===== src/hdl/gpc_pkg.sv =====
// shared constants and types for the pin configuration register block
package gpc_pkg;

  // which port instance this block sits in; masks and reset values follow it
  typedef enum logic [1:0] {
    GPC_PORT_A = 2'h0,
    GPC_PORT_B = 2'h1,
    GPC_PORT_C = 2'h2,
    GPC_PORT_F = 2'h3
  } gpc_port_type;

  // register byte offsets
  localparam logic [7:0] GPC_OFS_MODE = 8'h00;
  localparam logic [7:0] GPC_OFS_OKIND = 8'h04;
  localparam logic [7:0] GPC_OFS_EDGE = 8'h08;

  // two-bit pin function encodings
  localparam logic [1:0] GPC_FN_INPUT = 2'h0;
  localparam logic [1:0] GPC_FN_OUTPUT = 2'h1;
  localparam logic [1:0] GPC_FN_ALTERNATE = 2'h2;
  localparam logic [1:0] GPC_FN_ANALOG = 2'h3;

  // field geometry
  localparam int GPC_PINS = 16;
  localparam int GPC_FN_W = 2;
  localparam int GPC_PER_PIN_LSB = 0;
  localparam int GPC_PER_PIN_MSB = 15;

  // mode register reset values per port
  localparam logic [31:0] GPC_MODE_RST_A = 32'hebffffff;
  localparam logic [31:0] GPC_MODE_RST_B = 32'hffffffff;
  localparam logic [31:0] GPC_MODE_RST_C = 32'hfc000000;
  localparam logic [31:0] GPC_MODE_RST_F = 32'h0000f03f;

  // output kind register resets to zero on every port
  localparam logic [31:0] GPC_OKIND_RST = 32'h00000000;

  // edge speed register reset values per port
  localparam logic [31:0] GPC_EDGE_RST_AB = 32'h0000ffff;
  localparam logic [31:0] GPC_EDGE_RST_C = 32'h0000e000;
  localparam logic [31:0] GPC_EDGE_RST_F = 32'h000000c7;

  // implemented-bit masks of the two-bit mode register
  localparam logic [31:0] GPC_MODE_MASK_AB = 32'hffffffff;
  localparam logic [31:0] GPC_MODE_MASK_C = 32'hfc000000;
  localparam logic [31:0] GPC_MODE_MASK_F = 32'h0000f03f;

  // implemented-bit masks of the one-bit-per-pin registers
  localparam logic [31:0] GPC_PIN_MASK_AB = 32'h0000ffff;
  localparam logic [31:0] GPC_PIN_MASK_C = 32'h0000e000;
  localparam logic [31:0] GPC_PIN_MASK_F = 32'h000000c7;

  // value returned for unmapped reads and idle cycles
  localparam logic [31:0] GPC_RD_IDLE = 32'h00000000;

  // bus write request travelling as one bundle
  typedef struct packed {
    logic en;
    logic [7:0] addr;
    logic [31:0] data;
  } gpc_wr_type;

endpackage


===== src/hdl/gpc_cfg_reg.sv =====
`timescale 1ns/1ps
`default_nettype none
// one 32-bit configuration register with a mask of implemented bits
module gpc_cfg_reg import gpc_pkg::*; #(
  parameter logic [31:0] RST_VAL = 32'h00000000,
  parameter logic [31:0] IMPL_MASK = 32'hffffffff
) (
  input wire logic clk,
  input wire logic rst,
  input wire logic wr_en,
  input wire logic [31:0] wr_data,
  output logic [31:0] value_q
);

  // whole state of the register
  typedef struct packed {
    logic [31:0] value;
  } gpc_cfg_state_type;

  gpc_cfg_state_type state_q; // registered state
  gpc_cfg_state_type state_d; // next state

  // next value: implemented bits follow the write, reserved bits keep reset value
  always_comb begin
    state_d = state_q;
    if (wr_en) begin
      state_d.value = (wr_data & IMPL_MASK) | (RST_VAL & ~IMPL_MASK);
    end
  end

  // register the state; synchronous reset loads the port's reset value
  always_ff @(posedge clk) begin
    if (rst) begin
      state_q <= '{value: RST_VAL};
    end else begin
      state_q <= state_d;
    end
  end

  // straight from the flop
  assign value_q = state_q.value;

endmodule
`default_nettype wire


===== src/hdl/gpc_pin_config_regs.sv =====
`timescale 1ns/1ps
`default_nettype none
// How it works
// - two-bit function per pin, pin y at 2y+1:2y
// - mode register resets to port-specific value
// - only the port's existing pins are writable
// - upper sixteen bits of kind/edge stay fixed
// - one open-drain select bit per pin
// - output kind register resets to zero
// - one slow-edge select bit per pin
// - edge register resets to port-specific value
module gpc_pin_config_regs import gpc_pkg::*; #(
  parameter gpc_port_type PORT = GPC_PORT_A
) (
  input wire logic clk,
  input wire logic rst,
  input wire logic [7:0] reg_addr,
  input wire logic [31:0] reg_wdata,
  input wire logic reg_wr,
  input wire logic reg_rd,
  output logic [31:0] reg_rdata,
  output logic [31:0] pin_function_field,
  output logic [15:0] open_drain_select,
  output logic [15:0] slow_edge_select
);

  // per-port reset values and implemented masks, picked at elaboration
  localparam logic [31:0] MODE_RST = (PORT == GPC_PORT_A) ? GPC_MODE_RST_A :
                                     (PORT == GPC_PORT_B) ? GPC_MODE_RST_B :
                                     (PORT == GPC_PORT_C) ? GPC_MODE_RST_C : GPC_MODE_RST_F;
  localparam logic [31:0] MODE_MASK = (PORT == GPC_PORT_C) ? GPC_MODE_MASK_C :
                                      (PORT == GPC_PORT_F) ? GPC_MODE_MASK_F : GPC_MODE_MASK_AB;
  localparam logic [31:0] PIN_MASK = (PORT == GPC_PORT_C) ? GPC_PIN_MASK_C :
                                     (PORT == GPC_PORT_F) ? GPC_PIN_MASK_F : GPC_PIN_MASK_AB;
  localparam logic [31:0] EDGE_RST = (PORT == GPC_PORT_C) ? GPC_EDGE_RST_C :
                                     (PORT == GPC_PORT_F) ? GPC_EDGE_RST_F : GPC_EDGE_RST_AB;

  // bus request bundle
  gpc_wr_type wr_req;

  // decoded write enables, one per register
  logic wr_mode;
  logic wr_okind;
  logic wr_edge;

  // current register contents from the three register cells
  logic [31:0] mode_val;
  logic [31:0] okind_val;
  logic [31:0] edge_val;

  // next pad control values, one slice per pin, filled by the per-pin loop below
  logic [31:0] fn_next;
  logic [15:0] od_next;
  logic [15:0] slow_next;

  // whole registered state of this module: read data and pad controls
  typedef struct packed {
    logic [31:0] rdata;
    logic [31:0] fn;
    logic [15:0] od;
    logic [15:0] slow;
  } gpc_top_state_type;

  gpc_top_state_type state_q; // registered state
  gpc_top_state_type state_d; // next state

  // gather the write strobe with its address and data
  assign wr_req = '{en: reg_wr, addr: reg_addr, data: reg_wdata};

  // address decode for writes; unmapped addresses write nothing
  assign wr_mode = wr_req.en && (wr_req.addr == GPC_OFS_MODE);
  assign wr_okind = wr_req.en && (wr_req.addr == GPC_OFS_OKIND);
  assign wr_edge = wr_req.en && (wr_req.addr == GPC_OFS_EDGE);

  // mode register: two bits per pin, reserved pins hold their reset code
  gpc_cfg_reg #(
    .RST_VAL(MODE_RST),
    .IMPL_MASK(MODE_MASK)
  ) u_mode (
    .clk(clk),
    .rst(rst),
    .wr_en(wr_mode),
    .wr_data(wr_req.data),
    .value_q(mode_val)
  );

  // output kind register: zero push-pull, one open-drain, upper half fixed
  gpc_cfg_reg #(
    .RST_VAL(GPC_OKIND_RST),
    .IMPL_MASK(PIN_MASK)
  ) u_okind (
    .clk(clk),
    .rst(rst),
    .wr_en(wr_okind),
    .wr_data(wr_req.data),
    .value_q(okind_val)
  );

  // edge speed register: zero fast, one slow, upper half fixed
  gpc_cfg_reg #(
    .RST_VAL(EDGE_RST),
    .IMPL_MASK(PIN_MASK)
  ) u_edge (
    .clk(clk),
    .rst(rst),
    .wr_en(wr_edge),
    .wr_data(wr_req.data),
    .value_q(edge_val)
  );

  // per-pin pad control; an implemented pin follows its register, a reserved pin never moves
  // the masks are fixed at elaboration, so a reserved pin costs no logic at all
  for (genvar y = 0; y < GPC_PINS; y++) begin : g_pin
    // this pin exists on the port when its one-bit mask is set
    localparam bit PIN_IMPL = PIN_MASK[y];
    // reset codes of this pin in each register
    localparam logic [1:0] FN_RST = MODE_RST[2*y +: 2];
    localparam logic OD_RST = GPC_OKIND_RST[y];
    localparam logic SLOW_RST = EDGE_RST[y];

    if (PIN_IMPL) begin : g_impl
      // function field: the write value on a mode write, the stored value otherwise
      assign fn_next[2*y +: 2] = wr_mode ? wr_req.data[2*y +: 2] : mode_val[2*y +: 2];
      // open-drain select: zero push-pull, one open-drain
      assign od_next[y] = wr_okind ? wr_req.data[y] : okind_val[y];
      // slow-edge select: zero fast, one slow
      assign slow_next[y] = wr_edge ? wr_req.data[y] : edge_val[y];

    end else begin : g_resv
      // reserved pin: its pads carry the reset code forever, writes never reach them
      assign fn_next[2*y +: 2] = FN_RST;
      assign od_next[y] = OD_RST;
      assign slow_next[y] = SLOW_RST;

    end
  end

  // next state: read mux and pad control copies
  always_comb begin
    state_d = state_q;
    // read data stand only in the cycle after the strobe
    state_d.rdata = GPC_RD_IDLE;
    if (reg_rd) begin
      unique case (reg_addr)
        GPC_OFS_MODE: begin
          state_d.rdata = mode_val;
        end
        GPC_OFS_OKIND: begin
          state_d.rdata = okind_val;
        end
        GPC_OFS_EDGE: begin
          state_d.rdata = edge_val;
        end
        default: begin
          state_d.rdata = GPC_RD_IDLE; // unmapped reads return zero
        end
      endcase
    end
    // pad controls track the value a write is storing this very edge, so pads and
    // register cells never disagree for a cycle; the per-pin slices pick write or hold
    state_d.fn = fn_next;
    state_d.od = od_next;
    state_d.slow = slow_next;
  end

  // register the state; pad controls take the reset values with the registers
  always_ff @(posedge clk) begin
    if (rst) begin
      state_q <= '{rdata: GPC_RD_IDLE, fn: MODE_RST, od: GPC_OKIND_RST[15:0], slow: EDGE_RST[15:0]};
    end else begin
      state_q <= state_d;
    end
  end

  // every output straight from a flop
  assign reg_rdata = state_q.rdata;
  assign pin_function_field = state_q.fn;
  assign open_drain_select = state_q.od;
  assign slow_edge_select = state_q.slow;
endmodule
`default_nettype wire


===== config.mk =====
export PLATFORM = sky130hd
export DESIGN_NAME = gpc_pin_config_regs
export DESIGN_NICKNAME = d
export VERILOG_FILES = /design/src/hdl/gpc_pkg.sv /design/src/hdl/gpc_cfg_reg.sv /design/src/hdl/gpc_pin_config_regs.sv
export SDC_FILE = /design/constraint.sdc
export NUM_CORES = 1
export LEC_CHECK = 0
export BUFFER_PORTS_ARGS = -buffer_cell sky130_fd_sc_hd__buf_2
export CORE_ASPECT_RATIO = 1.75
export CORE_UTILIZATION = 45
export CTS_BUF_LIST = sky130_fd_sc_hd__clkbuf_4 sky130_fd_sc_hd__clkbuf_8 sky130_fd_sc_hd__clkbuf_16
export DETAILED_ROUTE_END_ITERATION = 16
export PLACE_DENSITY_LB_ADDON = 0.3
export SLEW_MARGIN = 25
export SYNTH_ARGS = -nofsm -noshare
export SYNTH_HDL_FRONTEND = slang
export SYNTH_SLANG_ARGS = --single-unit

===== constraint.sdc =====
create_clock -name clk -period 2.1 [get_ports clk]
set_clock_uncertainty 0.15 [all_clocks]
set_input_delay 0.105 -clock clk [delete_from_list [all_inputs] [get_ports clk]]
set_output_delay 0.105 -clock clk [all_outputs]
set_load 0.005 [all_outputs]

---- Word-level counts from Yosys, hierarchy flattened ----
Cells that the tools add are included.
storage, ports and cells
  register bits after elaboration ......... 160
  bits of input ports ..................... 44
  output and inout bits ................... 96
  word-level logic and storage cells ...... 64
operators by class
  equality and inequality tests ........... 2
  mux-type cells .......................... 49
  bitwise gates (word level) .............. 1
  reduce and logical (&&, ||, !) cells .... 5
operators by type and width
  cell                                                              number
  32-bit case mux with 3 select lines                               1
  1-bit 2-to-1 mux                                                  32
  2-bit 2-to-1 mux                                                  16
  8-bit by 3-bit == test with 1-bit output (second input constant)  1
  8-bit by 4-bit == test with 1-bit output (second input constant)  1
  8-bit zero test                                                   1
  1-bit logical AND                                                 3
  2-bit OR reduction                                                1
  1-bit NOT                                                         1

---- Depth between registers and ports, before layout ----
Gate-level depths: netlist of the first run.
  depth in word-level cells ............... 3
  mapped depth ............................ 5
  gate-level depth less buffers ........... 3

---- Hierarchy ----
Synthesis of the first run repeated with hierarchy kept, for this count alone.
second synthesis, totals
  cell total of the unflattened synthesis .. 690
  area total of the unflattened synthesis .. 6816.5 um2
by module, submodules not included
  module                 times used  cells each  area an instance (um2)
  gpc_pin_config_regs    1           446         4185.3
  gpc_cfg_reg (u_mode)   1           105         1203.7
  gpc_cfg_reg (u_edge)   1           70          723.2
  gpc_cfg_reg (u_okind)  1           69          704.4

---- Least setup slack after synthesis of the first run ----
OpenSTA, ideal clock, no wires.
  path type ............................... input port to flip-flop
  start point ............................. input port reg_addr[7]
  end point ............................... register state_q, in the netlist open_drain_select[10]
  arrival ................................. 1.590 ns
  data required time ...................... 1.871 ns
  setup slack ............................. 0.281 ns
  cell stages on the path ................. 4
  buffers on the path ..................... 1
  path through ............................ or4_4 nor3_2 buf_6 mux2i_1
between the ends
  word-level cells in the longest chain between the ends .. 3
ends and longest elaborated chain
  item                                      line                        text
  start, declared                           gpc_pin_config_regs.sv:17   input wire logic [7:0] reg_addr,
  8-bit by 3-bit == test with 1-bit output  gpc_pin_config_regs.sv:72   assign wr_okind = wr_req.en && (wr_req.addr == GPC_OFS_OKIND);
  1-bit logical AND                         gpc_pin_config_regs.sv:72
  1-bit 2-to-1 mux                          gpc_pin_config_regs.sv:125  assign od_next[y] = wr_okind ? wr_req.data[y] : okind_val[y];
  end signal, assigned                      gpc_pin_config_regs.sv:169  state_q <= '{rdata: GPC_RD_IDLE, fn: MODE_RST, od: GPC_OKIND_RST[15:0], slow: EDGE_RST[15:0]};
  end signal, assigned                      gpc_pin_config_regs.sv:171  state_q <= state_d;
  end, declared                             gpc_pin_config_regs.sv:64   gpc_top_state_type state_q;
Every way passes these cells.
A chain may end at the register's enable or synchronous reset.

---- Final worst setup path of the first run ----
  start point ............................. input port reg_addr[7]
  end point ............................... register u_mode.state_q, in the netlist u_mode.value_q[13]
between the ends
  word-level cells in the longest chain between the ends .. 2
ends and longest elaborated chain
  item                  line                       text
  8-bit zero test       gpc_pin_config_regs.sv:71  assign wr_mode = wr_req.en && (wr_req.addr == GPC_OFS_MODE);
  1-bit logical AND     gpc_pin_config_regs.sv:71
  end signal, assigned  gpc_cfg_reg.sv:34          state_q <= '{value: RST_VAL};
  end signal, assigned  gpc_cfg_reg.sv:36          state_q <= state_d;
  end, declared         gpc_cfg_reg.sv:20          gpc_cfg_state_type state_q;
Every way passes these cells.

==> impl_results.html, run 1 <==
<table>
<tr><th>Metric</th><th>Value</th></tr>
<tr><th colspan="2">Routing</th></tr>
<tr><td>Vias per cell</td><td>4.82</td></tr>
<tr><td>Drt wl/cell</td><td>14.8 microns</td></tr>
<tr><td>Number of DRC violations after detailed-routing iteration 0</td><td>just over 90</td></tr>
<tr><td>Post-detailed-route DRC marker count</td><td>0</td></tr>
<tr><td>First-pass detailed-route iteration total</td><td>6</td></tr>
<tr><td>Total wire length</td><td>11500 microns</td></tr>
<tr><td>Via count of the routed design</td><td>roughly 3.7k</td></tr>
<tr><td>Number of nets still failing antenna checks after routing</td><td>0</td></tr>
<tr><th colspan="2">STA</th></tr>
<tr><td>Final critical delay including setup and external delays</td><td>~1.7 ns</td></tr>
<tr><td>Setup-violating endpoint count in the final report</td><td>0</td></tr>
<tr><td>Fin. max-slew vios</td><td>0</td></tr>
<tr><td>Min Hold Slack</td><td>around 0.11 ns</td></tr>
<tr><td>Worst setup margin</td><td>approximately 0.35 ns</td></tr>
<tr><td>Slew margin rel.</td><td>a little over two thirds</td></tr>
<tr><td>Maximum operating frequency</td><td>573 MHz</td></tr>
<tr><td>RSZ-0062 raised after global routing</td><td>false</td></tr>
<tr><td>Measured slew at the worst slew-check pin</td><td>about 0.44 ns</td></tr>
<tr><td>Final critical-path share of the clock period</td><td>slightly above 80%</td></tr>
<tr><td>Final count of hold timing violations</td><td>0</td></tr>
<tr><th colspan="2">Floorplan</th></tr>
<tr><td>DIE WIDTH</td><td>82.3 microns</td></tr>
<tr><td>Die ar.</td><td>approximately 12000 sq um</td></tr>
<tr><td>Ports</td><td>140</td></tr>
<tr><td>Die extent in y</td><td>around 140 microns</td></tr>
<tr><td>Core Area</td><td>around 11000 sq um</td></tr>
<tr><td>Initial core utilization</td><td>about 46%</td></tr>
<tr><td>Number of rows created at floorplan</td><td>51</td></tr>
<tr><th colspan="2">Critical path</th></tr>
<tr><td>Kind of end point of the critical path</td><td>flop</td></tr>
<tr><td>Type of the worst setup path</td><td>input pin to flop</td></tr>
<tr><td>Number of stages on the worst setup path</td><td>5</td></tr>
<tr><td>Stage delay of the slowest cell on the critical path</td><td>between 0.7 and 0.8 ns</td></tr>
<tr><td>Highest net fanout along the worst path</td><td>20</td></tr>
<tr><td>Register-to-Register Path Depth</td><td>3</td></tr>
<tr><td>Worst-path cell with the longest stage delay</td><td>sky130_fd_sc_hd__or4_2</td></tr>
<tr><td>Buffering stage count on the worst path with inverters included</td><td>2</td></tr>
<tr><td>Data arrival time of the worst path</td><td>~1.9 ns</td></tr>
<tr><td>Worst path required time</td><td>roughly 2.3 ns</td></tr>
<tr><td>Nature of the critical path startpoint</td><td>input pin</td></tr>
<tr><td>Worst-path cell chain</td><td>buf_2, or4_4, or4_2, buf_12, mux2i_1</td></tr>
<tr><td>Category of cells accounting for the largest share of critical-path delay</td><td>simple AND/OR/NAND/NOR gates</td></tr>
<tr><th colspan="2">Power</th></tr>
<tr><td>Net Switching</td><td>about 0.0013 W</td></tr>
<tr><td>Peak ir drop on the vdd network</td><td>roughly 0.00066 V</td></tr>
<tr><td>Leakage</td><td>between 3 and 4 nW</td></tr>
<tr><td>Combinational cell fraction of total power</td><td>around 4%</td></tr>
<tr><td>Switching part of the total power</td><td>between 20% and 30%</td></tr>
<tr><td>Sequential share of power</td><td>approximately half</td></tr>
<tr><td>Power share of the clock group</td><td>between 40% and 50%</td></tr>
<tr><td>Design internal power</td><td>about 0.005 W</td></tr>
<tr><td>Post-route total power</td><td>~0.0063 W</td></tr>
<tr><td>Power per standard cell area</td><td>between 900 and 1000 nW/um^2</td></tr>
<tr><th colspan="2">Hold path</th></tr>
<tr><td>Hold/Removal Path Class</td><td>input pin to flop</td></tr>
<tr><td>WHS Path Cells</td><td>4</td></tr>
<tr><th colspan="2">Run</th></tr>
<tr><td>Max_cap viols</td><td>0</td></tr>
<tr><th colspan="2">Status</th></tr>
<tr><td>Run status</td><td>complete, no violations</td></tr>
<tr><th colspan="2">Yosys</th></tr>
<tr><td>Synth Cell Area</td><td>just over 5000 sq um</td></tr>
<tr><td>Yosys top cell by area</td><td>sky130_fd_sc_hd__dfxtp_1</td></tr>
<tr><td>Number of flip-flops and latches in the synthesized netlist</td><td>160</td></tr>
<tr><td>Number of different library cells in the post-synthesis netlist</td><td>20</td></tr>
<tr><td>Cell types occupying the most area after synthesis</td><td>sky130_fd_sc_hd__dfxtp_1, sky130_fd_sc_hd__mux2i_1, sky130_fd_sc_hd__nor2_1</td></tr>
<tr><td>Share of Yosys cell area claimed by the top area cell type</td><td>63.1%</td></tr>
<tr><td>Sequential-to-total area share from yosys stat</td><td>approximately 63%</td></tr>
<tr><td>Total nets after synthesis</td><td>around 500</td></tr>
<tr><td>Average footprint of a synthesized cell</td><td>11.2 sq um</td></tr>
<tr><td>Post-Synthesis Cells</td><td>approximately 460</td></tr>
<tr><td>Count of warnings emitted by yosys</td><td>0</td></tr>
<tr><th colspan="2">Finish</th></tr>
<tr><td>Final Net Count</td><td>676</td></tr>
<tr><td>Fill cell instance count of the final layout</td><td>between 900 and 1k</td></tr>
<tr><td>Area grow syn2layout</td><td>35.3%</td></tr>
<tr><td>Share of post-route cells with drive strength above 1</td><td>a little under a third</td></tr>
<tr><td>Final non-filler cell area</td><td>between 6000 and 7000 sq um</td></tr>
<tr><td>Final cell count without fillers</td><td>777</td></tr>
<tr><th colspan="2">GRT</th></tr>
<tr><td>Number of global-route vias before repair</td><td>approximately 3.7k</td></tr>
<tr><td>Remaining global-route overflow</td><td>0</td></tr>
<tr><td>Aggregate global-route resource usage</td><td>between 20% and 30%</td></tr>
<tr><td>Number of antenna violations at the first check in global routing</td><td>1</td></tr>
<tr><td>Wire length of the first global-routing pass</td><td>around 18000 microns</td></tr>
<tr><td>Largest net degree at the start of global routing</td><td>113</td></tr>
<tr><th colspan="2">Placed design</th></tr>
<tr><td>Placed cell count</td><td>slightly above 700</td></tr>
<tr><td>Post-detail-place hpwl</td><td>~7400 microns</td></tr>
<tr><td>Area after detailed placement</td><td>slightly below 6000 sq um</td></tr>
<tr><td>Number of port buffers</td><td>approximately 140</td></tr>
<tr><td>Worst slack after detailed placement</td><td>-0.0255 ns</td></tr>
<tr><td>Global placer's final weighted congestion</td><td>between 0.7 and 0.8</td></tr>
<tr><th colspan="2">Clocking</th></tr>
<tr><td>Clock latency at the later pin of the worst-skew pair</td><td>slightly above 0.4 ns</td></tr>
<tr><td>Clock root buffer master</td><td>sky130_fd_sc_hd__clkbuf_16</td></tr>
<tr><td>Number of cells upsized or downsized after cts</td><td>0</td></tr>
<tr><td>Clk slew on worst S/H paths</td><td>0.06 ns</td></tr>
<tr><td>Number of buffers added by the clock tree synthesis step</td><td>17</td></tr>
<tr><td>Clock sink count</td><td>160</td></tr>
<tr><td>Clock tree from TritonCTS</td><td>yes</td></tr>
<tr><td>H-tree depth</td><td>4</td></tr>
<tr><td>Number of buffers on the longest clock path</td><td>2</td></tr>
</table>
==> layout make-up <==
cell class                 instances  area [sq um]  area share (%)
tap                              132           165            2.40
timing repair buffer             183          1160            16.8
multi-input combinational        269          1750            25.5
clock inverter                    12           134            1.95
inverter                           1          3.75          0.0546
sequential                       160          3200            46.6
clock buffer                      19           453            6.59
antenna                            1          2.50          0.0364
==> repair_timing <==
action	CTS	global route
hold endpoints to repair	126	0
endpoints found under the setup margin	0	0
buffers inserted	0	0
hold buffers	32	0
==> worst paths after layout <==
path	startpoint	end	slack (ns)
worst min-delay path	reg_addr[3]	reg_rdata[8]	0.11
worst max register to register	u_okind.value_q[13]	reg_rdata[13]	1.01
worst min register to register	u_mode.value_q[30]	reg_rdata[30]	0.30
worst max-delay path	reg_addr[7]	u_mode.value_q[13]	0.35
==> cell usage after synthesis <==
library cell,count
sky130_fd_sc_hd__dfxtp_1,160
sky130_fd_sc_hd__mux2i_1,80
sky130_fd_sc_hd__nor2_1,77
sky130_fd_sc_hd__nand2b_1,36
sky130_fd_sc_hd__nand2_1,18
sky130_fd_sc_hd__clkbuf_1,17
sky130_fd_sc_hd__a21oi_1,16
sky130_fd_sc_hd__and2_1,16
sky130_fd_sc_hd__or2_2,16
sky130_fd_sc_hd__buf_2,4
sky130_fd_sc_hd__buf_6,4
sky130_fd_sc_hd__nand4_1,2
sky130_fd_sc_hd__nor2b_1,2
sky130_fd_sc_hd__inv_1,1
sky130_fd_sc_hd__nor3_2,1
sky130_fd_sc_hd__nor4_1,1
sky130_fd_sc_hd__nor4b_2,1
sky130_fd_sc_hd__or3_1,1
sky130_fd_sc_hd__or4_1,1
sky130_fd_sc_hd__or4_4,1
==> power groups by stage <==
stage	logic [W]	clock network, W	registers, W
5_1_grt	0.000272	0.00321	0.00304
6_report	0.000250	0.00301	0.00304
3_3_place_gp	0.000197	0	0.00311
3_5_place_dp	0.000202	0	0.00311
4_1_cts	0.000251	0.00306	0.00304
2_1_floorplan	0.000117	0	0.00311
==> layout by cell type, fill, tap and decap left out, types with 2 or more instances in the layout <==
master | Yosys | final
sky130_fd_sc_hd__a21oi_1 | 16 | 16
sky130_fd_sc_hd__and2_1 | 16 | 16
sky130_fd_sc_hd__buf_12 | 0 | 4
sky130_fd_sc_hd__buf_2 | 4 | 139
sky130_fd_sc_hd__buf_4 | 0 | 8
sky130_fd_sc_hd__bufinv_16 | 0 | 2
sky130_fd_sc_hd__clkbuf_16 | 0 | 17
sky130_fd_sc_hd__clkbuf_8 | 0 | 2
sky130_fd_sc_hd__clkinv_2 | 0 | 2
sky130_fd_sc_hd__clkinvlp_4 | 0 | 5
sky130_fd_sc_hd__dfxtp_1 | 160 | 160
sky130_fd_sc_hd__dlygate4sd3_1 | 0 | 32
sky130_fd_sc_hd__inv_6 | 0 | 2
sky130_fd_sc_hd__mux2i_1 | 80 | 80
sky130_fd_sc_hd__nand2_1 | 18 | 18
sky130_fd_sc_hd__nand2b_1 | 36 | 36
sky130_fd_sc_hd__nand4_1 | 2 | 2
sky130_fd_sc_hd__nor2_1 | 77 | 77
sky130_fd_sc_hd__or2_2 | 16 | 16
==> metal layers <==
metal	share of wire (%)	track usage [%]
met1	40	21.7
met2	53	35.5
met3	5.4	6.09
met4	2.2	9.05
met5	0	0
==> through the flow <==
step	setup TNS, ns	utilization, %
3_3_place_gp	0	54.0
6_report	0	62.2
4_1_cts	0	62.2
2_1_floorplan	0	-
3_5_place_dp	-0.336	54.0
5_1_grt	0	62.2
==> worst register-to-register path, cell delays in order (launching register included) <==
cell	delay, ns
sky130_fd_sc_hd__dfxtp_1	0.35
sky130_fd_sc_hd__mux2i_1	0.08
sky130_fd_sc_hd__or2_2	0.28
sky130_fd_sc_hd__a21oi_1	0.16
==> kinds of logic after synthesis <==
family | after synthesis | share of synthesized area, %
compound gates | 16 | 1.58
mux | 80 | 15.8
simple gates | 173 | 17.0
buf+inv | 26 | 2.61
flops | 160 | 63.1
==> registers in the layout, summed over array words and instances, names as in the netlist <==
signal / cells
pin_function_field: 32
u_okind.value_q: 16
slow_edge_select: 16
reg_rdata: 32
u_edge.value_q: 16
u_mode.value_q: 32
open_drain_select: 16
Note: power is estimated with default switching activity, not from simulation.
==> run 2, diff against run 1 <==
==> constraint.sdc (replaced) <==
create_clock -name clk -period 1.81 [get_ports clk]
set_clock_uncertainty 0.15 [all_clocks]
set_input_delay 0.0905 -clock clk [delete_from_list [all_inputs] [get_ports clk]]
set_output_delay 0.0905 -clock clk [all_outputs]
set_load 0.005 [all_outputs]
==> run 2 against run 1 <==
Final cell count up 0.13%. Total power up 21%. Combinational power up 17%. Count of clock-buffer cells in the layout up 1. First-iteration DRC count up 26%. Sequential cell count unchanged. Clock power up 26%. Sequential share of layout area down 0.24 points. Global-route usage up 0.29 points. Worst hold slack worse by 0.015 ns. Sequential power up 16%. Non-clock buffer count up 1.
==> impl_results.html, run 2 (synthesized netlist as in run 1, its figures left out) <==
<table>
<tr><th>Metric</th><th>Value</th></tr>
<tr><th colspan="2">Finish</th></tr>
<tr><td>Area grow syn2layout</td><td>36.0%</td></tr>
<tr><td>Final cell count without fillers</td><td>778 (+0.13%)</td></tr>
<tr><td>Leading cell type in the layout, fill and taps excluded</td><td>sky130_fd_sc_hd__dfxtp_1</td></tr>
<tr><td>Final Net Count</td><td>677 (+0.15%)</td></tr>
<tr><td>Share of post-route cells with drive strength above 1</td><td>31.7% (+0.21 points)</td></tr>
<tr><td>Final non-filler cell area</td><td>6910 sq um (+0.53%)</td></tr>
<tr><td>Most frequent cells in the layout</td><td>sky130_fd_sc_hd__dfxtp_1, sky130_fd_sc_hd__buf_2, sky130_fd_sc_hd__mux2i_1</td></tr>
<tr><td>Diode count</td><td>0 (-1)</td></tr>
<tr><th colspan="2">GRT</th></tr>
<tr><td>Number of global-route vias before repair</td><td>3644 (-2.1%)</td></tr>
<tr><td>Wire length of the first global-routing pass</td><td>17600 microns (+0.15%)</td></tr>
<tr><td>Number of antenna violations at the first check in global routing</td><td>0 (-1)</td></tr>
<tr><td>Largest net degree at the start of global routing</td><td>113 (unchanged)</td></tr>
<tr><td>Remaining global-route overflow</td><td>0 (unchanged)</td></tr>
<tr><td>Aggregate global-route resource usage</td><td>20.6% (+0.29 points)</td></tr>
<tr><th colspan="2">STA</th></tr>
<tr><td>Maximum operating frequency</td><td>approximately 600 MHz</td></tr>
<tr><td>Setup-violating endpoint count in the final report</td><td>0 (unchanged)</td></tr>
<tr><td>Slew margin rel.</td><td>68.7% (-1.5 points)</td></tr>
<tr><td>Fin. max-slew vios</td><td>0 (unchanged)</td></tr>
<tr><td>RSZ-0062 raised after global routing</td><td>false</td></tr>
<tr><td>Worst setup margin</td><td>0.100 ns (-0.254 ns)</td></tr>
<tr><td>Final critical delay including setup and external delays</td><td>between 1.5 and 2 ns</td></tr>
<tr><td>Measured slew at the worst slew-check pin</td><td>0.466 ns (+0.0230 ns)</td></tr>
<tr><td>Final critical-path share of the clock period</td><td>between 90% and 100%</td></tr>
<tr><td>Final count of hold timing violations</td><td>0 (unchanged)</td></tr>
<tr><th colspan="2">Clocking</th></tr>
<tr><td>Clock latency at the later pin of the worst-skew pair</td><td>0.41 ns (about the same)</td></tr>
<tr><td>Number of buffers on the longest clock path</td><td>2 (unchanged)</td></tr>
<tr><td>Number of cells upsized or downsized after cts</td><td>0 (unchanged)</td></tr>
<tr><td>Clock tree from TritonCTS</td><td>yes</td></tr>
<tr><td>Clk slew on worst S/H paths</td><td>0.06 ns (about the same)</td></tr>
<tr><td>H-tree depth</td><td>4 (unchanged)</td></tr>
<tr><td>Number of buffers inserted by post-CTS setup repair</td><td>0 (unchanged)</td></tr>
<tr><td>Number of buffers added by the clock tree synthesis step</td><td>17 (unchanged)</td></tr>
<tr><td>Clock root buffer master</td><td>sky130_fd_sc_hd__clkbuf_16</td></tr>
<tr><td>Clock sink count</td><td>160 (unchanged)</td></tr>
<tr><th colspan="2">Status</th></tr>
<tr><td>Run status</td><td>complete, no violations</td></tr>
<tr><th colspan="2">Power</th></tr>
<tr><td>Leakage</td><td>3.31 nW (+0.71%)</td></tr>
<tr><td>Power per standard cell area</td><td>1100 nW/um^2 (+20%)</td></tr>
<tr><td>Peak ir drop on the vdd network</td><td>0.000758 V (+15%)</td></tr>
<tr><th colspan="2">Placed design</th></tr>
<tr><td>Worst slack after detailed placement</td><td>-0.316 ns (-0.290 ns)</td></tr>
<tr><td>Number of port buffers</td><td>139 (unchanged)</td></tr>
<tr><td>Area after detailed placement</td><td>5940 sq um (-0.29%)</td></tr>
<tr><td>Placed cell count</td><td>714 (+0.14%)</td></tr>
<tr><td>Post-detail-place hpwl</td><td>7470 microns (+0.94%)</td></tr>
<tr><td>Global placer's final weighted congestion</td><td>0.758 (+0.61%)</td></tr>
<tr><th colspan="2">Hold path</th></tr>
<tr><td>WHS Path Cells</td><td>4 (unchanged)</td></tr>
<tr><td>Hold/Removal Path Class</td><td>input pin to flop</td></tr>
<tr><td>Worst Hold Endpoint</td><td>reg_rdata[14]</td></tr>
<tr><td>Launch instance of the worst min-delay path</td><td>reg_addr[3]</td></tr>
<tr><th colspan="2">Routing</th></tr>
<tr><td>Number of nets still failing antenna checks after routing</td><td>0 (unchanged)</td></tr>
<tr><td>Number of DRC violations after detailed-routing iteration 0</td><td>116 (+26%)</td></tr>
<tr><td>Via count of the routed design</td><td>3752 (+0.11%)</td></tr>
<tr><td>Vias per cell</td><td>4.82 (about the same)</td></tr>
<tr><td>Post-detailed-route DRC marker count</td><td>0 (unchanged)</td></tr>
<tr><td>First-pass detailed-route iteration total</td><td>7 (+1)</td></tr>
<tr><td>Drt wl/cell</td><td>15.0 microns (+1.6%)</td></tr>
<tr><td>Total wire length</td><td>11700 microns (+1.7%)</td></tr>
<tr><th colspan="2">Floorplan</th></tr>
<tr><td>DIE WIDTH</td><td>82.3 microns (unchanged)</td></tr>
<tr><td>Core Area</td><td>11000 sq um (unchanged)</td></tr>
<tr><td>Die ar.</td><td>11700 sq um (unchanged)</td></tr>
<tr><td>Number of rows created at floorplan</td><td>51 (unchanged)</td></tr>
<tr><td>Initial core utilization</td><td>46.0% (unchanged)</td></tr>
<tr><td>Die extent in y</td><td>143 microns (unchanged)</td></tr>
<tr><td>Ports</td><td>140 (unchanged)</td></tr>
<tr><th colspan="2">Critical path</th></tr>
<tr><td>Worst-path cell chain</td><td>buf_2, or4_4, or4_2, buf_4, mux2i_1</td></tr>
<tr><td>Register-to-Register Path Depth</td><td>3 (unchanged)</td></tr>
<tr><td>Reg2Reg Capture Point</td><td>reg_rdata[2]</td></tr>
<tr><td>Worst-path cell with the longest stage delay</td><td>sky130_fd_sc_hd__or4_2</td></tr>
<tr><td>Worst setup slack for register-to-register paths</td><td>0.70 ns (-0.31 ns)</td></tr>
<tr><td>Nature of the critical path startpoint</td><td>input pin</td></tr>
<tr><td>Type of the worst setup path</td><td>input pin to flop</td></tr>
<tr><td>Data arrival time of the worst path</td><td>1.88 ns (-0.03 ns)</td></tr>
<tr><td>Stage delay of the slowest cell on the critical path</td><td>0.66 ns (-0.05 ns)</td></tr>
<tr><td>Kind of end point of the critical path</td><td>flop</td></tr>
<tr><td>RR Startpoint</td><td>u_okind.value_q[2]</td></tr>
<tr><td>Highest net fanout along the worst path</td><td>13 (-35%)</td></tr>
<tr><td>Worst path required time</td><td>1.98 ns (-0.29 ns)</td></tr>
<tr><th colspan="2">Run</th></tr>
<tr><td>Max_cap viols</td><td>0 (unchanged)</td></tr>
</table>
-- run 2: metal layers --
| layer | vias up | part of all wire, % | track usage [%] |
|---|---|---|---|
| met5 | - | 0 | 0 |
| met1 | 1801 | 39 | 21.7 |
| met4 | 0 | 1.4 | 7.85 |
| met3 | 14 | 4.9 | 6.47 |
| li1 | 1826 | - | - |
| met2 | 111 | 54 | 36.8 |
-- run 2: worst max path at each step --
stage                           start  slack [ns]  cells after the start                endpoint
after floorplan           reg_addr[7]       0.005                      4   open_drain_select[10]
after global placement    reg_addr[7]       -0.26                      5  pin_function_field[20]
after detailed placement  reg_addr[7]       -0.32                      5      u_mode.value_q[18]
after CTS                 reg_addr[7]        0.11                      5      u_mode.value_q[18]
after global routing      reg_addr[7]        0.05                      5  pin_function_field[13]
final                     reg_addr[7]        0.10                      5      u_mode.value_q[31]
-- run 2: report_power, final --
group          leakage (nW)  internal, W  switching, W  total [W]
Sequential             1.29      0.00353    0.00000165    0.00353
Combinational          1.71     0.000153      0.000139   0.000292
Clock                 0.306      0.00241       0.00140    0.00380
Total                  3.31      0.00608       0.00154    0.00762
-- run 2: repair_timing --
item,CTS,global route
hold buffers,32,0
endpoints found under the setup margin,0,0
endpoints found under the hold margin,128,0
-- run 2: worst max-delay path, delay by kind of cell --
family	cells	cell delay, ns
multiplexers	1	0.23
AND/OR/NAND/NOR	2	1.19
buffers and inverters	2	0.35
-- run 2: final cells by class --
cell class / instances / area, sq um
tap: 132 / 165
clock inverter: 12 / 183
multi-input combinational: 269 / 1750
sequential: 160 / 3200
clock buffer: 20 / 460
timing repair buffer: 184 / 1140
inverter: 1 / 3.75
fill: 913 / 4130
-- run 2: stage by stage --
step                      power [W]  util, %  hold slack (ns)  TNS (ns)
final                       0.00762     62.6           0.0966         0
after global routing        0.00788     62.6            0.101         0
after CTS                   0.00768     62.6           0.0771         0
after global placement      0.00383     53.8            0.220    -15.49
after detailed placement    0.00384     53.8            0.239    -17.06
after floorplan             0.00374        -            0.108         0
==> run 3, diff against run 2 <==
--- a/config.mk
+++ b/config.mk
@@ -11,6 +11,7 @@
 export CTS_BUF_LIST = sky130_fd_sc_hd__clkbuf_4 sky130_fd_sc_hd__clkbuf_8 sky130_fd_sc_hd__clkbuf_16
 export DETAILED_ROUTE_END_ITERATION = 16
 export PLACE_DENSITY_LB_ADDON = 0.3
+export RECOVER_POWER = 50
 export SLEW_MARGIN = 25
 export SYNTH_ARGS = -nofsm -noshare
 export SYNTH_HDL_FRONTEND = slang
==> run 3 against run 2 <==
Non-clock buffer count unchanged. Critical path depth is the same. Worst hold slack better by 0.00095 ns. Global-route usage unchanged. Fmax about the same. Combinational power is essentially flat. Cell area decreased by 1.3%.
==> impl_results.html, run 3 (synthesized netlist as in run 1, its figures left out) <==
<table>
<tr><th>Metric</th><th>Value</th></tr>
<tr><th colspan="2">Status</th></tr>
<tr><td>Run status</td><td>complete, no violations</td></tr>
<tr><th colspan="2">Placed design</th></tr>
<tr><td>Global placer's final weighted congestion</td><td>0.758 (unchanged)</td></tr>
<tr><td>Area after detailed placement</td><td>5940 sq um (unchanged)</td></tr>
<tr><td>Number of port buffers</td><td>139 (unchanged)</td></tr>
<tr><td>Worst slack after detailed placement</td><td>-0.316 ns (unchanged)</td></tr>
<tr><td>Post-detail-place hpwl</td><td>7470 microns (unchanged)</td></tr>
<tr><th colspan="2">Clocking</th></tr>
<tr><td>Clock latency at the later pin of the worst-skew pair</td><td>0.41 ns (about the same)</td></tr>
<tr><td>Clock root buffer master</td><td>sky130_fd_sc_hd__clkbuf_16</td></tr>
<tr><td>Clock tree from TritonCTS</td><td>yes</td></tr>
<tr><td>Number of buffers added by the clock tree synthesis step</td><td>17 (unchanged)</td></tr>
<tr><td>Clk slew on worst S/H paths</td><td>0.06 ns (about the same)</td></tr>
<tr><td>Number of buffers on the longest clock path</td><td>2 (unchanged)</td></tr>
<tr><td>Clock sink count</td><td>160 (unchanged)</td></tr>
<tr><td>Number of buffers inserted by post-CTS setup repair</td><td>0 (unchanged)</td></tr>
<tr><td>H-tree depth</td><td>4 (unchanged)</td></tr>
<tr><th colspan="2">GRT</th></tr>
<tr><td>Largest net degree at the start of global routing</td><td>113 (unchanged)</td></tr>
<tr><td>Number of antenna violations at the first check in global routing</td><td>0 (unchanged)</td></tr>
<tr><td>Remaining global-route overflow</td><td>0 (unchanged)</td></tr>
<tr><td>Wire length of the first global-routing pass</td><td>17600 microns (unchanged)</td></tr>
<tr><td>Number of global-route vias before repair</td><td>3644 (unchanged)</td></tr>
<tr><td>Aggregate global-route resource usage</td><td>20.6% (unchanged)</td></tr>
<tr><th colspan="2">Power</th></tr>
<tr><td>Post-route total power</td><td>0.00762 W (about the same)</td></tr>
<tr><td>Leakage</td><td>3.12 nW (-5.8%)</td></tr>
<tr><td>Peak ir drop on the vdd network</td><td>0.000761 V (+0.40%)</td></tr>
<tr><td>Power per standard cell area</td><td>1120 nW/um^2 (+1.3%)</td></tr>
<tr><th colspan="2">Critical path</th></tr>
<tr><td>Reg2Reg Capture Point</td><td>reg_rdata[13]</td></tr>
<tr><td>Type of the worst setup path</td><td>input pin to flop</td></tr>
<tr><td>Highest net fanout along the worst path</td><td>13 (unchanged)</td></tr>
<tr><td>Worst path required time</td><td>1.98 ns (about the same)</td></tr>
<tr><td>Kind of end point of the critical path</td><td>flop</td></tr>
<tr><td>Register-to-Register Path Depth</td><td>3 (unchanged)</td></tr>
<tr><td>Worst setup slack for register-to-register paths</td><td>0.70 ns (about the same)</td></tr>
<tr><td>Data arrival time of the worst path</td><td>1.88 ns (about the same)</td></tr>
<tr><td>Nature of the critical path startpoint</td><td>input pin</td></tr>
<tr><td>RR Startpoint</td><td>u_okind.value_q[13]</td></tr>
<tr><th colspan="2">Finish</th></tr>
<tr><td>Share of the core filled with cells in the final layout</td><td>61.8% (-0.80 points)</td></tr>
<tr><td>Most frequent cells in the layout</td><td>sky130_fd_sc_hd__dfxtp_1, sky130_fd_sc_hd__mux2i_1, sky130_fd_sc_hd__nor2_1</td></tr>
<tr><td>Final non-filler cell area</td><td>6820 sq um (-1.3%)</td></tr>
<tr><td>Share of post-route cells with drive strength above 1</td><td>21.5% (-10 points)</td></tr>
<tr><td>Sequential standard cell area</td><td>3200 sq um (unchanged)</td></tr>
<tr><td>Fill cell instance count of the final layout</td><td>954 (+4.5%)</td></tr>
<tr><td>Combined area of the multi-input logic cells</td><td>1750 sq um (-0.14%)</td></tr>
<tr><td>Area grow syn2layout</td><td>34.2%</td></tr>
<tr><td>Diode count</td><td>0 (unchanged)</td></tr>
<tr><td>Leading cell type in the layout, fill and taps excluded</td><td>sky130_fd_sc_hd__dfxtp_1</td></tr>
<tr><td>Final Net Count</td><td>677 (unchanged)</td></tr>
<tr><th colspan="2">STA</th></tr>
<tr><td>Measured slew at the worst slew-check pin</td><td>0.751 ns (+0.285 ns)</td></tr>
<tr><td>Final critical-path share of the clock period</td><td>94.5% (about the same)</td></tr>
<tr><td>Maximum operating frequency</td><td>585 MHz (about the same)</td></tr>
<tr><td>Fin. max-slew vios</td><td>0 (unchanged)</td></tr>
<tr><td>Final critical delay including setup and external delays</td><td>1.71 ns (+0.00000700 ns)</td></tr>
<tr><td>Setup-violating endpoint count in the final report</td><td>0 (unchanged)</td></tr>
<tr><td>Slew margin rel.</td><td>50.0% (-19 points)</td></tr>
<tr><td>RSZ-0062 raised after global routing</td><td>false</td></tr>
<tr><td>Setup tns final</td><td>0 ns (unchanged)</td></tr>
<tr><td>Worst setup margin</td><td>0.100 ns (-0.00000700 ns)</td></tr>
<tr><td>Final count of hold timing violations</td><td>0 (unchanged)</td></tr>
<tr><th colspan="2">Floorplan</th></tr>
<tr><td>Number of rows created at floorplan</td><td>51 (unchanged)</td></tr>
<tr><td>Die ar.</td><td>11700 sq um (unchanged)</td></tr>
<tr><td>Core Area</td><td>11000 sq um (unchanged)</td></tr>
<tr><td>DIE WIDTH</td><td>82.3 microns (unchanged)</td></tr>
<tr><td>Ports</td><td>140 (unchanged)</td></tr>
<tr><td>Initial core utilization</td><td>46.0% (unchanged)</td></tr>
<tr><td>Die extent in y</td><td>143 microns (unchanged)</td></tr>
<tr><th colspan="2">Hold path</th></tr>
<tr><td>Hold/Removal Path Class</td><td>input pin to flop</td></tr>
<tr><td>WHS Path Cells</td><td>4 (unchanged)</td></tr>
<tr><td>Worst Hold Endpoint</td><td>reg_rdata[0]</td></tr>
<tr><td>Launch instance of the worst min-delay path</td><td>reg_addr[3]</td></tr>
<tr><th colspan="2">Routing</th></tr>
<tr><td>Vias per cell</td><td>4.82 (unchanged)</td></tr>
<tr><td>Via count of the routed design</td><td>3752 (unchanged)</td></tr>
<tr><td>First-pass detailed-route iteration total</td><td>7 (unchanged)</td></tr>
<tr><td>Total wire length</td><td>11700 microns (+0.30%)</td></tr>
<tr><td>Number of DRC violations after detailed-routing iteration 0</td><td>146 (+26%)</td></tr>
<tr><td>Drt wl/cell</td><td>15.1 microns (+0.30%)</td></tr>
<tr><td>Number of nets still failing antenna checks after routing</td><td>0 (unchanged)</td></tr>
<tr><td>Post-detailed-route DRC marker count</td><td>0 (unchanged)</td></tr>
<tr><th colspan="2">Run</th></tr>
<tr><td>Max_cap viols</td><td>0 (unchanged)</td></tr>
</table>
-- run 3: power by group --
part	total, W	internal (W)	switching (W)
Sequential	0.00353	0.00353	0.00000170
Combinational	0.000290	0.000151	0.000138
Clock	0.00381	0.00241	0.00140
-- run 3: worst max-delay path by stage --
stage,slack [ns],endpoint,from,cells past startpoint
3_3_place_gp,-0.26,pin_function_field[20],reg_addr[7],5
2_1_floorplan,0.005,open_drain_select[10],reg_addr[7],4
3_5_place_dp,-0.32,u_mode.value_q[18],reg_addr[7],5
6_report,0.10,u_mode.value_q[31],reg_addr[7],5
5_1_grt,0.05,pin_function_field[13],reg_addr[7],5
4_1_cts,0.11,u_mode.value_q[18],reg_addr[7],5
-- run 3: per-layer routing --
layer | global-route usage (%) | vias up | part of all wire [%]
li1 | - | 1827 | -
met1 | 21.7 | 1780 | 39
met2 | 36.8 | 125 | 53
met3 | 6.47 | 20 | 5.5
met4 | 7.85 | 0 | 2.0
met5 | 0 | - | 0
-- run 3: worst max-delay path, cell delays in order --
cell and delay (ns):
sky130_fd_sc_hd__buf_2 0.10, sky130_fd_sc_hd__or4_4 0.53, sky130_fd_sc_hd__or4_2 0.66, sky130_fd_sc_hd__buf_4 0.25
sky130_fd_sc_hd__mux2i_1 0.23
-- run 3: final cells by class --
cell class / instances / area share, %
Multi-Input combinational cell: 269 / 25.7
Clock buffer: 20 / 6.75
Tap cell: 132 / 2.42
Inverter: 1 / 0.0550
Sequential cell: 160 / 47.0
Clock inverter: 12 / 2.68
Timing Repair Buffer: 184 / 15.4
-- run 3: timing repair --
item / 4_1_cts / 5_1_grt
hold buffers: 32 / 0
setup endpoints to repair: 0 / 0
endpoints found under the hold margin: 128 / 0
gates resized for setup: 0 / 0
-- run 3: through the flow --
| stage | hold slack, ns | instances |
|---|---|---|
| after CTS | 0.0771 | 778 |
| after detailed placement | 0.239 | 714 |
| after floorplan | 0.108 | 455 |
| after global placement | 0.220 | 714 |
| final | 0.0975 | 778 |
| after global routing | 0.0990 | 778 |
